**src/hw/pri_params.svh**
```systemverilog
/*
  Constants of the priority interrupt unit: register offsets, field positions,
  reset values, instruction codes, fixed addresses and timing figures.
  Assumes inclusion by bare name before the package and the design modules.
*/
`ifndef PRI_PARAMS_SVH
`define PRI_PARAMS_SVH
`define PRI_ADDR_CTRL     12'h000
`define PRI_ADDR_IOT      12'h004
`define PRI_ADDR_STATUS   12'h008
`define PRI_ADDR_VECTOR   12'h00C
`define PRI_CTRL_API_EN   0
`define PRI_CTRL_PI_EN    1
`define PRI_CTRL_LOCK     2
`define PRI_CTRL_CLKSW    3
`define PRI_CTRL_SW_LSB   4
`define PRI_CTRL_RESET    4'h0
`define PRI_IOT_CLK_SKIP  18'h38001
`define PRI_IOT_CLK_OFF   18'h38004
`define PRI_IOT_CLK_ON    18'h38024
`define PRI_IOT_PF_SKIP   18'h38C81
`define PRI_IOT_DEBREAK   18'h386C4
`define PRI_IOT_DEBREAK_R 18'h386E4
`define PRI_RTC_ADDR      15'h0007
`define PRI_RESTART_ADDR  15'h0000
`define PRI_ENTRY_BASE    7'h20
`define PRI_CH_CLK        9
`define PRI_CH_PF         10
`define PRI_HW_MASK       32'hFFFFF9F0
`define PRI_LVL_PI        3
`define PRI_LVL_CAL       4
`define PRI_BURST_US      250
`define PRI_CLK_MHZ       125
`define PRI_BURST_CYC     (`PRI_BURST_US * `PRI_CLK_MHZ)
`define PRI_PULSE_CYC     32
`endif

```
**src/hw/pri_pkg.sv**
```systemverilog
/*
  Types and decode functions of the priority interrupt unit.
  Assumes pri_params.svh is on the include path.
*/
`default_nettype none
`include "pri_params.svh"
package pri_pkg;
  typedef struct packed {
    logic t1;
    logic t3;
    logic t4;
  } pri_iop_t;

  typedef enum logic [2:0] {
    GR_IDLE = 3'b001,
    GR_SYNC = 3'b010,
    GR_HOLD = 3'b100
  } pri_grant_st_t;

  typedef enum logic [3:0] {
    PF_RUN   = 4'b0001,
    PF_WAIT  = 4'b0010,
    PF_DOWN  = 4'b0100,
    PF_BURST = 4'b1000
  } pri_pwr_st_t;

  // level of each channel; unassigned channels sit on level 3
  function automatic logic [2:0] pri_chan_level(input logic [4:0] ch);
    case (ch)
      5'd0, 5'd1, 5'd2, 5'd3:                 pri_chan_level = 3'd4 + ch[2:0];
      5'd4, 5'd5, 5'd6, 5'd7, 5'd19, 5'd20, 5'd30: pri_chan_level = 3'd1;
      5'd8, 5'd12, 5'd13, 5'd18, 5'd21, 5'd31: pri_chan_level = 3'd2;
      5'd10, 5'd11, 5'd15:                    pri_chan_level = 3'd0;
      default:                                pri_chan_level = 3'd3;
    endcase
  endfunction : pri_chan_level

  // lowest set bit of an 8-bit level vector, 8 when none
  function automatic logic [3:0] pri_first_level(input logic [7:0] v);
    pri_first_level = 4'd8;
    for (int i = 7; i >= 0; i--) begin
      if (v[i]) pri_first_level = 4'(i);
    end
  endfunction : pri_first_level
endpackage : pri_pkg
`default_nettype wire

```
**src/hw/pri_rtc.sv**
```systemverilog
/*
  Real-time clock request logic: enable flop, request flop, data-channel
  increment of the counter word and the overflow flag.
  Assumes the memory side performs the increment and reports the carry.
*/
`default_nettype none
`include "pri_params.svh"
module pri_rtc (
  input  wire logic        pclk,
  input  wire logic        presetn,
  input  wire logic        tick,
  input  wire logic        iop_t1,
  input  wire logic        lock,
  input  wire logic        clk_switch,
  input  wire logic        clk_on,
  input  wire logic        clk_off,
  input  wire logic        dch_ack,
  input  wire logic        dch_carry,
  output logic             clk_en,
  output logic             clk_flag,
  output logic             dch_req,
  output logic [14:0]      dch_addr
);
  import pri_pkg::*;
  logic req_reg;
  logic tick_ok;

  assign tick_ok  = tick & clk_en & (lock | clk_switch);
  assign dch_addr = `PRI_RTC_ADDR;

  ////////////////////////////////////////////////////////////////////////
  // enable flop set by clock-on, cleared by clock-off
  always_ff @(posedge pclk or negedge presetn) begin
    if (!presetn) clk_en <= 1'b0;
    else if (clk_on) clk_en <= 1'b1;
    else if (clk_off) clk_en <= 1'b0;
  end

  // request flop, handed to the data channel at time 1
  always_ff @(posedge pclk or negedge presetn) begin
    if (!presetn) req_reg <= 1'b0;
    else req_reg <= tick_ok | (req_reg & ~(iop_t1 & ~dch_req));
  end

  // data-channel increment request held until acknowledged
  always_ff @(posedge pclk or negedge presetn) begin
    if (!presetn) dch_req <= 1'b0;
    else if (iop_t1 & req_reg & ~dch_req) dch_req <= 1'b1;
    else if (dch_ack) dch_req <= 1'b0;
  end

  // overflow flag; a wrap in the clearing cycle wins
  always_ff @(posedge pclk or negedge presetn) begin
    if (!presetn) clk_flag <= 1'b0;
    else if (dch_req & dch_ack & dch_carry) clk_flag <= 1'b1;
    else if (clk_on | clk_off) clk_flag <= 1'b0;
  end
endmodule : pri_rtc
`default_nettype wire

```
**src/hw/pri_pwr.sv**
```systemverilog
/*
  Power-fail sequencer: run clear, internal reset pulse train, restore burst,
  power-fail flag and restart at location 0.
  Assumes power_low and power_ok are synchronous levels from the monitor.
*/
`default_nettype none
`include "pri_params.svh"
module pri_pwr #(
  parameter int BURST_CYC = `PRI_BURST_CYC,
  parameter int PULSE_CYC = `PRI_PULSE_CYC
) (
  input  wire logic        pclk,
  input  wire logic        presetn,
  input  wire logic        power_low,
  input  wire logic        power_ok,
  input  wire logic        lock,
  input  wire logic        instr_end,
  output logic             run_clear,
  output logic             int_reset,
  output logic             pf_flag,
  output logic             restart_req,
  output logic [14:0]      restart_addr
);
  import pri_pkg::*;
  localparam int BW = $clog2(BURST_CYC + 1);
  localparam int PW = $clog2(PULSE_CYC + 1);
  pri_pwr_st_t    st_reg;
  logic [BW-1:0]  burst_reg;
  logic [PW-1:0]  pulse_reg;
  logic           pulsing;

  assign restart_addr = `PRI_RESTART_ADDR;
  assign pulsing = (st_reg == PF_BURST) | ((st_reg == PF_DOWN) & ~pf_flag);

  ////////////////////////////////////////////////////////////////////////
  // sequence of fail, hold-down and restore
  always_ff @(posedge pclk or negedge presetn) begin
    if (!presetn) st_reg <= PF_RUN;
    else begin
      case (st_reg)
        PF_RUN:   if (power_low) st_reg <= lock ? PF_DOWN : PF_WAIT;
        PF_WAIT:  if (instr_end) st_reg <= PF_DOWN;
        PF_DOWN:  if (power_ok & ~power_low) st_reg <= PF_BURST;
        PF_BURST: if (burst_reg == BW'(BURST_CYC - 1)) st_reg <= PF_RUN;
        default:  st_reg <= PF_RUN;
      endcase
    end
  end

  // burst length counted from power good
  always_ff @(posedge pclk or negedge presetn) begin
    if (!presetn) burst_reg <= '0;
    else if (st_reg == PF_BURST) burst_reg <= burst_reg + BW'(1);
    else burst_reg <= '0;
  end

  // repeating reset pulse, one cycle in every period
  always_ff @(posedge pclk or negedge presetn) begin
    if (!presetn) begin
      pulse_reg <= '0;
      int_reset <= 1'b0;
    end else begin
      pulse_reg <= (pulsing && pulse_reg != PW'(PULSE_CYC - 1)) ? pulse_reg + PW'(1) : '0;
      int_reset <= pulsing & (pulse_reg == '0);
    end
  end

  // run clear at the end of the instruction in progress
  always_ff @(posedge pclk or negedge presetn) begin
    if (!presetn) run_clear <= 1'b0;
    else run_clear <= (st_reg == PF_WAIT) & instr_end;
  end

  // flag of a handled failure and restart once the burst ends
  always_ff @(posedge pclk or negedge presetn) begin
    if (!presetn) begin
      pf_flag     <= 1'b0;
      restart_req <= 1'b0;
    end else begin
      restart_req <= 1'b0;
      if (st_reg == PF_RUN && power_low && lock) pf_flag <= 1'b1;
      else if (st_reg == PF_BURST && burst_reg == BW'(BURST_CYC - 1)) begin
        restart_req <= pf_flag;
        pf_flag     <= 1'b0;
      end
    end
  end
endmodule : pri_pwr
`default_nettype wire

```
**src/hw/pri_top.sv**
```systemverilog
/*
  Eight-level priority interrupt unit with 32 channels, APB register access,
  clock and power-fail options. Instructions are delivered by APB writes.
  Assumes I/O processor time pulses t1, t3, t4 each one cycle wide, in order.
*/
`default_nettype none
`include "pri_params.svh"
module pri_top #(
  parameter int BURST_CYC = `PRI_BURST_CYC,
  parameter int PULSE_CYC = `PRI_PULSE_CYC
) (
  input  wire logic              pclk,
  input  wire logic              presetn,
  input  wire logic              psel,
  input  wire logic              penable,
  input  wire logic              pwrite,
  input  wire logic [11:0]       paddr,
  input  wire logic [31:0]       pwdata,
  output logic      [31:0]       prdata,
  output logic                   pready,
  output logic                   pslverr,
  input  wire pri_pkg::pri_iop_t iop_time,
  input  wire logic              cpu_ready,
  input  wire logic [31:0]       ext_req,
  input  wire logic              pi_break,
  input  wire logic              cal_exec,
  input  wire logic              instr_end,
  input  wire logic              clk_tick,
  input  wire logic              dch_ack,
  input  wire logic              dch_carry,
  input  wire logic              power_low,
  input  wire logic              power_ok,
  output logic                   cp_api_req,
  output logic                   pi_inhibit,
  output logic                   pi_req,
  output logic                   api_grant,
  output logic [6:0]             api_vector,
  output logic                   dch_req,
  output logic [14:0]            dch_addr,
  output logic                   run_clear,
  output logic                   int_reset,
  output logic                   restart_req,
  output logic [14:0]            restart_addr
);
  import pri_pkg::*;

  logic [3:0]    ctrl_reg;
  logic [3:0]    sw_req_reg;
  logic          skip_reg;
  logic [31:0]   rq_reg;
  logic [7:0]    active_reg;
  logic [4:0]    sel_ch_reg;
  pri_grant_st_t gr_reg;
  logic [31:0]   src;
  logic [31:0]   elig;
  logic [3:0]    min_act;
  logic [4:0]    pick_ch;
  logic [2:0]    sel_lvl;
  logic          api_en;
  logic          pi_en;
  logic          lock;
  logic          apb_wr;
  logic          apb_rd;
  logic          iot_wr;
  logic [17:0]   iot_code;
  logic          clk_on;
  logic          clk_off;
  logic          clk_en;
  logic          clk_flag;
  logic          pf_flag;
  logic          pf_api;
  logic          debreak;
  logic          grant_done;
  logic [31:0]   rd_mux;
  logic          addr_ok;

  ////////////////////////////////////////////////////////////////////////
  // APB slave: one wait state, write takes effect on the pready edge
  assign apb_wr   = psel & penable & pready & pwrite;
  assign apb_rd   = psel & penable & ~pready & ~pwrite;
  assign addr_ok  = (paddr == `PRI_ADDR_CTRL) | (paddr == `PRI_ADDR_IOT) |
                    (paddr == `PRI_ADDR_STATUS) | (paddr == `PRI_ADDR_VECTOR);
  assign api_en   = ctrl_reg[`PRI_CTRL_API_EN];
  assign pi_en    = ctrl_reg[`PRI_CTRL_PI_EN];
  assign lock     = ctrl_reg[`PRI_CTRL_LOCK];

  // pready and error raised for exactly one cycle of the access phase
  always_ff @(posedge pclk or negedge presetn) begin
    if (!presetn) begin
      pready  <= 1'b0;
      pslverr <= 1'b0;
    end else begin
      pready  <= psel & penable & ~pready;
      pslverr <= psel & penable & ~pready & ~addr_ok;
    end
  end

  // read data multiplexer; unmapped reads return zero
  always_comb begin
    rd_mux = 32'h00000000;
    case (paddr)
      `PRI_ADDR_CTRL:   rd_mux = {24'h000000, sw_req_reg, ctrl_reg};
      `PRI_ADDR_IOT:    rd_mux = {31'h00000000, skip_reg};
      `PRI_ADDR_STATUS: rd_mux = {19'h00000, cp_api_req, (gr_reg != GR_IDLE), clk_en,
                                  pf_flag, clk_flag, active_reg};
      `PRI_ADDR_VECTOR: rd_mux = {19'h00000, sel_ch_reg, 1'b0, api_vector};
      default:          rd_mux = 32'h00000000;
    endcase
  end

  // read data captured when the answer is prepared
  always_ff @(posedge pclk or negedge presetn) begin
    if (!presetn) prdata <= 32'h00000000;
    else if (apb_rd) prdata <= rd_mux;
  end

  // control bits: enables, console lock, console clock switch
  always_ff @(posedge pclk or negedge presetn) begin
    if (!presetn) ctrl_reg <= `PRI_CTRL_RESET;
    else if (apb_wr && paddr == `PRI_ADDR_CTRL) ctrl_reg <= pwdata[3:0];
  end

  ////////////////////////////////////////////////////////////////////////
  // instruction decode on writes to the instruction register
  assign iot_wr   = apb_wr & (paddr == `PRI_ADDR_IOT);
  assign iot_code = pwdata[17:0];
  assign clk_on   = iot_wr & (iot_code == `PRI_IOT_CLK_ON);
  assign clk_off  = iot_wr & (iot_code == `PRI_IOT_CLK_OFF);
  assign debreak  = iot_wr & ((iot_code == `PRI_IOT_DEBREAK) |
                              (iot_code == `PRI_IOT_DEBREAK_R));

  // skip answer of the last instruction, read back by the processor
  always_ff @(posedge pclk or negedge presetn) begin
    if (!presetn) skip_reg <= 1'b0;
    else if (iot_wr) begin
      case (iot_code)
        `PRI_IOT_CLK_SKIP: skip_reg <= clk_flag;
        `PRI_IOT_PF_SKIP:  skip_reg <= pf_flag;
        default:           skip_reg <= 1'b0;
      endcase
    end
  end

  ////////////////////////////////////////////////////////////////////////
  // internal options
  pri_rtc u_rtc (
    .pclk       (pclk),
    .presetn    (presetn),
    .tick       (clk_tick),
    .iop_t1     (iop_time.t1),
    .lock       (lock),
    .clk_switch (ctrl_reg[`PRI_CTRL_CLKSW]),
    .clk_on     (clk_on),
    .clk_off    (clk_off),
    .dch_ack    (dch_ack),
    .dch_carry  (dch_carry),
    .clk_en     (clk_en),
    .clk_flag   (clk_flag),
    .dch_req    (dch_req),
    .dch_addr   (dch_addr)
  );

  pri_pwr #(
    .BURST_CYC (BURST_CYC),
    .PULSE_CYC (PULSE_CYC)
  ) u_pwr (
    .pclk         (pclk),
    .presetn      (presetn),
    .power_low    (power_low),
    .power_ok     (power_ok),
    .lock         (lock),
    .instr_end    (instr_end),
    .run_clear    (run_clear),
    .int_reset    (int_reset),
    .pf_flag      (pf_flag),
    .restart_req  (restart_req),
    .restart_addr (restart_addr)
  );

  ////////////////////////////////////////////////////////////////////////
  // request sources: bus devices, software, clock and power fail
  assign pf_api = pf_flag & lock & api_en;
  always_comb begin
    src = ext_req & `PRI_HW_MASK;
    src[3:0] = sw_req_reg;
    src[`PRI_CH_CLK] = clk_flag;
    src[`PRI_CH_PF]  = pf_api;
  end

  // software requests: writing one requests, grant clears, set wins
  always_ff @(posedge pclk or negedge presetn) begin
    if (!presetn) sw_req_reg <= 4'h0;
    else begin
      sw_req_reg <= (sw_req_reg & ~({3'b000, grant_done} << sel_ch_reg[1:0]
                                    & {4{sel_ch_reg[4:2] == 3'b000}})) |
                    ((apb_wr && paddr == `PRI_ADDR_CTRL) ? pwdata[7:4] : 4'h0);
    end
  end

  // channel request flops, loaded at time 4 while idle
  assign grant_done = (gr_reg == GR_HOLD) & iop_time.t4;
  always_ff @(posedge pclk or negedge presetn) begin
    if (!presetn) rq_reg <= 32'h00000000;
    else if (iop_time.t4 && api_en && gr_reg == GR_IDLE) rq_reg <= src;
    else if (grant_done) rq_reg[sel_ch_reg] <= 1'b0;
  end

  ////////////////////////////////////////////////////////////////////////
  // eligibility against the highest active level
  assign min_act = pri_first_level(active_reg);
  generate
    for (genvar g = 0; g < 32; g++) begin : g_elig
      assign elig[g] = rq_reg[g] & ({1'b0, pri_chan_level(5'(g))} < min_act);
    end
  endgenerate

  // choose the lowest level, then the first channel on it
  always_comb begin
    pick_ch = 5'd0;
    for (int lv = 7; lv >= 0; lv--) begin
      for (int c = 31; c >= 0; c--) begin
        if (elig[c] && pri_chan_level(5'(c)) == 3'(lv)) pick_ch = 5'(c);
      end
    end
  end

  assign cp_api_req = |elig;
  // hardware levels shut out the program interrupt
  always_comb begin
    pi_inhibit = 1'b0;
    for (int c = 0; c < 32; c++) begin
      if (elig[c] && pri_chan_level(5'(c)) < 3'd4) pi_inhibit = 1'b1;
    end
  end
  assign pi_req = pi_en & ~pi_inhibit & (active_reg[3:0] == 4'h0) &
                  (clk_flag | (pf_flag & lock & ~api_en));

  ////////////////////////////////////////////////////////////////////////
  // grant sequence: sync at t1, grant dropped at t3, level set at t4
  always_ff @(posedge pclk or negedge presetn) begin
    if (!presetn) gr_reg <= GR_IDLE;
    else begin
      case (gr_reg)
        GR_IDLE: if (iop_time.t1 & cp_api_req & cpu_ready) gr_reg <= GR_SYNC;
        GR_SYNC: if (iop_time.t3) gr_reg <= GR_HOLD;
        GR_HOLD: if (iop_time.t4) gr_reg <= GR_IDLE;
        default: gr_reg <= GR_IDLE;
      endcase
    end
  end

  // granted channel, grant line and entry address
  always_ff @(posedge pclk or negedge presetn) begin
    if (!presetn) begin
      sel_ch_reg <= 5'd0;
      api_grant  <= 1'b0;
      api_vector <= 7'h00;
    end else if (gr_reg == GR_IDLE && iop_time.t1 && cp_api_req && cpu_ready) begin
      sel_ch_reg <= pick_ch;
      api_grant  <= 1'b1;
      api_vector <= `PRI_ENTRY_BASE + {2'b00, pick_ch};
    end else if (gr_reg == GR_SYNC && iop_time.t3) begin
      api_grant  <= 1'b0;
    end
  end

  // level active flops; sets win over a debreak in the same cycle
  assign sel_lvl = pri_chan_level(sel_ch_reg);
  always_ff @(posedge pclk or negedge presetn) begin
    if (!presetn) active_reg <= 8'h00;
    else begin
      active_reg <= (active_reg & ~((debreak && min_act < 4'd8) ? (8'h01 << min_act[2:0]) : 8'h00)) |
                    (grant_done ? (8'h01 << sel_lvl) : 8'h00) |
                    (pi_break ? (8'h01 << `PRI_LVL_PI) : 8'h00) |
                    ((cal_exec & api_en) ? (8'h01 << `PRI_LVL_CAL) : 8'h00);
    end
  end
endmodule : pri_top
`default_nettype wire

```
**config.mk**
```make
export PLATFORM = sky130hd
export DESIGN_NAME = pri_top
export DESIGN_NICKNAME = d
export VERILOG_FILES = /design/src/hw/pri_pkg.sv /design/src/hw/pri_rtc.sv /design/src/hw/pri_pwr.sv /design/src/hw/pri_top.sv
export VERILOG_INCLUDE_DIRS = /design/src /design/src/hw
export SDC_FILE = /design/constraint.sdc
export NUM_CORES = 1
export LEC_CHECK = 0
export ABC_AREA = 1
export BUFFER_PORTS_ARGS = -buffer_cell sky130_fd_sc_hd__buf_2
export CAP_MARGIN = 5
export CORE_AREA = 2 2 117 119
export CTS_BUF_LIST = sky130_fd_sc_hd__clkbuf_16
export DETAILED_ROUTE_END_ITERATION = 10
export DIE_AREA = 0 0 119 121
export PLACE_DENSITY_LB_ADDON = 0.25
export RECOVER_POWER = 25
export SLEW_MARGIN = 5
export SYNTH_ARGS = -nofsm -noshare
export SYNTH_HDL_FRONTEND = slang
export SYNTH_SLANG_ARGS = --single-unit
export TNS_END_PERCENT = 5
```
**constraint.sdc**
```tcl
create_clock -name pclk -period 2.35 [get_ports pclk]
set_clock_uncertainty 0.2 [all_clocks]
set_input_delay 0.1175 -clock pclk [delete_from_list [all_inputs] [get_ports pclk]]
set_output_delay 0.1175 -clock pclk [all_outputs]
set_load 0.03 [all_outputs]
```
* After elaboration in Yosys (flattened, before gate mapping)
Index checks and enable logic that the tools add are counted.
** Operators by class
- Add/sub/neg operators :: 4
- Order comparisons :: 11
- Equal/unequal tests :: 45
- Shift operators :: 3
- Muxes and demuxes :: 104
- Bitwise gates (word level) :: 93
- Reduce and logical (&&, ||, !) cells :: 31
** Operators by type and width (count)
- 5-bit two-way mux :: 31
- 18-bit equality test, second input constant :: 6
- 1-bit bitwise AND :: 64
- 32-bit two-way mux :: 2
- 4-bit two-way mux :: 14
- 13-bit case mux with 4 select lines :: 1
- 1-bit two-way mux :: 41
- 32-bit bitwise AND :: 1
- 32-bit NOT :: 1
- 32-bit OR reduction :: 1
- 5-bit by 4-bit equality test with 1-bit output, second input constant :: 6
- 5-bit equality test, second input constant :: 6
- 12-bit by 4-bit equality test with 1-bit output, second input constant :: 2
- 5-bit by 3-bit equality test with 1-bit output, second input constant :: 4
- 3-bit by 4-bit less-than comparator with 1-bit output, first input constant :: 4
- 8-bit two-way mux :: 2
- 8-bit bitwise OR :: 2
- 4-bit case mux with 4 select lines :: 1
- 1-bit by 3-bit left shift with 8-bit output, first input constant :: 2
- 15-bit by 1-bit adder with 15-bit output, second input constant :: 1
- 15-bit equality test, second input constant :: 1
- 15-bit two-way mux :: 1
- 2-bit != test, second input constant :: 7
- 1-bit logical AND :: 13
- other kinds (48) :: 77
** Word-level totals
- Register bits after elaboration :: 132
- Input bits :: 93

* Longest topological paths before layout
- Depth after elaboration :: 43
- Gate-level depth with buffers :: 30

* By module
Synthesis repeated with hierarchy kept, for this count alone.
** Second synthesis, totals
- Cell total of the unflattened synthesis :: 887
- Area, all modules :: 6506.2 sq um
** Modules (own cells, without submodules)
- pri_top :: times used 1, cells each 626, area an instance 4528.1 sq um, sequential area each 1853.0 sq um
- pri_pwr :: times used 1, cells each 219, area an instance 1676.6 sq um, sequential area each 726.9 sq um
- pri_rtc :: times used 1, cells each 42, area an instance 301.5 sq um, sequential area each 100.1 sq um

* Least setup slack after synthesis
No wires, ideal clock.
- Path kind :: register to output
- From :: register active_reg[3]
- To :: output pi_req
- Arrival time :: 2292 ps
- Setup slack :: -260 ps
- Stages on the path, launching flop included :: 12
- Cells stage by stage :: dfrtp_1 nor2_2 nand2_2 inv_2 buf_6 nand2_2 nand2_2 nor4_2 nand4_1 a21oi_2 nand4_2 nor3_1
** Between the ends
- Longest elaborated chain between the ends :: 38
- Elaborated cells on any way between the ends :: 69
** RTL lines
- start: declaration :: RTL line pri_top.sv:51 : logic [7:0] active_reg;
- start signal: assignment :: RTL line pri_top.sv:272 : active_reg <= (active_reg & ~((debreak && min_act < 4'd8) ? (8'h01 << min_act[2:0]) : 8'h00)) |
- 4-bit two-way mux (*) (4 in a row) :: RTL line pri_pkg.sv:42 : if (v[i]) pri_first_level = 4'(i);
- 1-bit by 4-bit less-than comparator with 1-bit output :: RTL line pri_top.sv:213 : assign elig[g] = rq_reg[g] & ({1'b0, pri_chan_level(5'(g))} < min_act);
- 1-bit bitwise AND :: RTL line pri_top.sv:213
- 1-bit two-way mux (27 in a row) :: RTL line pri_top.sv:232 : if (elig[c] && pri_chan_level(5'(c)) < 3'd4) pi_inhibit = 1'b1;
- 1-bit two-way mux (*) :: RTL line pri_top.sv:232
- named net pi_inhibit :: RTL line pri_top.sv:34 : output logic pi_inhibit,
- 1-bit NOT (*) :: RTL line pri_top.sv:235 : assign pi_req = pi_en & ~pi_inhibit & (active_reg[3:0] == 4'h0) &
- 1-bit bitwise AND (*) (3 in a row) :: RTL line pri_top.sv:235
- end: declaration :: RTL line pri_top.sv:35 : output logic pi_req,
Mark *: on every way through the listed nets, which the timed path passes. The rest lies on a longest branch.

* Worst setup path in the final report
- From :: register active_reg[0]
- To :: output cp_api_req
** Between the ends
- Longest elaborated chain between the ends :: 4
- Elaborated cells on any way between the ends :: 42
** RTL lines
- 4-bit two-way mux (*) :: RTL line pri_pkg.sv:42
- 3-bit by 4-bit less-than comparator with 1-bit output (tied with other cells) :: RTL line pri_top.sv:213
- 1-bit bitwise AND :: RTL line pri_top.sv:213
- 32-bit OR reduction (*) :: RTL line pri_top.sv:227 : assign cp_api_req = |elig;
- end: declaration :: RTL line pri_top.sv:33 : output logic cp_api_req,
Every way passes the cells marked *; elsewhere a longest branch is shown, timed or not.

==> summary.md <==
| Metric | Value |
|---|---|
| YS warnings | 0 |
| Initial antenna violation count | 0 |
| Largest family of logic cells by synthesized area | simple AND/OR/NAND/NOR gates |
| Adder-cell share of the synthesized area | 0.00811 |
| Placed cells | 1130 |
| CTS tree | built |
| Ys flop type | dfrtp_1 |
| Hold slack | 21.8 ps |
| Core area | 13100 sq um |
| Flops & latches, synth | 107 |
| Drt initial violations | 359 |
| Most frequent cells in the layout | nand2_1 (175), inv_1 (108), dfrtp_1 (105) |
| Compound-Gate Fraction of Synth Area | 0.144 |
| Status | finished with violations |
| Final Hold Viols | 0 |
| Clk sinks | 107 |
| Least-Margin Pin Slew | 975 ps |
| Met1 Use GR | 0.310 |
| Area grow syn2layout | 32.9% |
| TritonCTS buffer count | 9 |
| CTS root buf | clkbuf_16 |
| Leak | 4.16 nW |
| Die Y | 121 microns |
| Initial Util | 0.472 |
| Post-synthesis cell type count | 54 |
| Mux cell area share after synthesis | 0.00365 |
| Clock Latency Late Sink | 360 ps |
| # H-tree levels | 3 |
| Post-synthesis sequential area ratio | 0.434 |
| Num ports | 172 |
| Post-Syn Instances | 806 |
| WP data arrival | 2420 ps |
| Final worst-path setup slack | -383 ps |
| Pwr Total | 0.00429 W |
| FP Rows | 42 |
| RSZ-0062 raised after global routing | yes |
| Diode count | 0 |
| PwrDens | 522 nW/um^2 |
| Critical R2R Capture | api_vector[4] |
| DRT Pass-1 Iters | 5 |
| Max-slew violation count | 0 |
| Simple-Gate Fraction of Synth Area | 0.262 |
| Layout cells sized above 1 | 0.221 |
| Hold Path Depth | 5 |
| Kind of end point of the critical path | output port |
| Final worst-path cycle share | 1.16 |
| Clock Tree Buf Depth | 2 |
| Maximum vdd drop | 0.000538 V |
| IO Port Bufs | 101 |
| Final Wtd Congestion | 0.982 |
| Post-synth ARST share | 1.00 |
| Worst-path clk slew | 70 ps |
| Failing checks | setup timing |
| Vias | 6166 |
| Syn avg cell area | 7.66 sq um |
| Critical hold path startpoint | paddr[1] |
| Synth Area in XOR/XNOR | 0.00284 |
| Setup violators final | 13 |
| Final nets | 1126 |
| Setup TNS | -2750 ps |
| Min Tclk post-route | 2730 ps |
| Wire per inst | 14.7 microns |
| Max FFs per register | 32 |
| FILL cells | 1173 |
| First-pass GRT wire length | 28200 microns |
| Total gr overflow | 0 |
| HP Class | primary input to register |
| Routed Antenna Nets | 0 |
| Cell count of the worst reg-to-reg path | 15 |
| Vias per cell | 5.10 |
| Register area | 2680 sq um |
| Placed cell areas | 7150 sq um |
| Hold Path Sink | skip_reg |
| Max-Cap Viols | 0 |
| Design area | 8210 sq um |
| Crit path required time | 2030 ps |
| Vias in the first global route | 5851 |
| Most used cell, CP | nand2_4 |
| CP max stage delay | 390 ps |
| Drt total wl | 17800 microns |
| Most common cell after layout, fill and taps aside | nand2_1 |
| Die X-Extent | 119 microns |
| Die Area | 14400 sq um |
| Non-Filler Instances | 1210 |
| CP Class | register to output port |
| Met2 Usage GRT | 0.422 |
| FF-to-FF setup slack | -230 ps |
| Multi-input logic area | 2910 sq um |
| Tot GR Track Use | 0.249 |
| Pin count of the biggest net entering global routing | 41 |
| Crit-path cells | nor2_4, nand2_4, inv_8, buf_12, nand2_4, nand2_4, nor4_2, nand4_1, a21oi_2, nand4_4, buf_4, nand2b_4, buf_4 |
| Top cells by area, synth | dfrtp_1 (43%), nand2_1 (11%), inv_1 (6.5%), buf_4 (6.2%), nor2_1 (4.6%) |
| Final HPWL from detailed placement | 13100 microns |
| Max transition margin | 0.350 |
| Gr busiest metal | met2 |
| RR Startpoint | active_reg[0] |
| Synth area leader | dfrtp_1 |
| Residual DRC count | 0 |
| Critical-path top delay cell | dfrtp_1 |
| Maximum clock frequency | 366 MHz |
| Met3 Usage GRT | 0.0583 |
| Yosys top cell area share | 0.426 |
| Synth Cell Area | 6170 sq um |
| Post-synth EDFFs | 0 |
| Max FO, Critical Path | 7 |
| Startpoint types | register |
[layer usage]
metal | vias to the layer above | wire (microns)
li1 | 3008 | -
met1 | 2899 | 7630
met2 | 212 | 8640
met3 | 47 | 979
met4 | 0 | 544
met5 | - | 0
[synthesized netlist by cell type, drive strengths merged (15+ instances only)]
cell,instances
nor3,26
nand3,33
nand4,16
a21oi,26
nor2,80
nand2,188
nor4,15
buf,55
inv,111
o22ai,15
o21ai,58
dfrtp,105
[worst max-delay path: cells and delay by family, from the launching register on]
kind | cells | cell delay [ps]
compound gates | 1 | 170
buf+inv | 4 | 530
flops | 1 | 390
simple gates | 8 | 970
[how the worst max path moves through the flow]
stage,startpoint,end,slack [ps],depth (start not counted)
finish,active_reg[0],cp_api_req,-380,13
global route,active_reg[1],cp_api_req,-510,13
CTS,active_reg[1],pi_req,-380,13
detailed placement,active_reg[1],api_vector[4],-150,14
global placement,active_reg[3],api_vector[4],-120,15
floorplan,active_reg[3],sel_ch_reg[2],-100,16
[layout make-up]
cell class,instances,share of cell area
clock inverters,7,0.0122
repair buffers,229,0.199
well taps,176,0.0268
clock buffers,9,0.0274
multi-input cells,568,0.354
flip-flops and latches,107,0.327
inverters,114,0.0532
[report_power, final]
part,internal (W),switching (W)
sequential,0.00194,0.0000706
combinational,0.000218,0.000394
clock,0.000944,0.000721
total,0.00310,0.00119
[per-stage QoR]
| step | setup slack [ps] | util |
|---|---|---|
| after floorplan | -104 | - |
| after global placement | -119 | 0.546 |
| after detailed placement | -150 | 0.546 |
| after CTS | -384 | 0.617 |
| after global routing | -509 | 0.627 |
| final | -383 | 0.627 |
[timing repair]
| action | CTS | global route |
|---|---|---|
| resized for setup | 8 | 27 |
| buffers inserted | 1 | 6 |
| gates cloned | 0 | 1 |
| hold buffers | 56 | 0 |
| setup endpoints to repair | 12 | 32 |
| endpoints found under the hold margin | 143 | 0 |
| pin swaps | 2 | 8 |
[kinds of logic after synthesis]
family / count (synthesis)
AND/OR/NAND/NOR: 366
buffers and inverters: 179
AO/OA/AOI/OAI: 144
flip-flops: 107
adder cells (fa/ha/maj): 4
other: 2
XOR/XNOR: 2
multiplexers: 2
No activity file was read; power rests on OpenSTA's default activity.
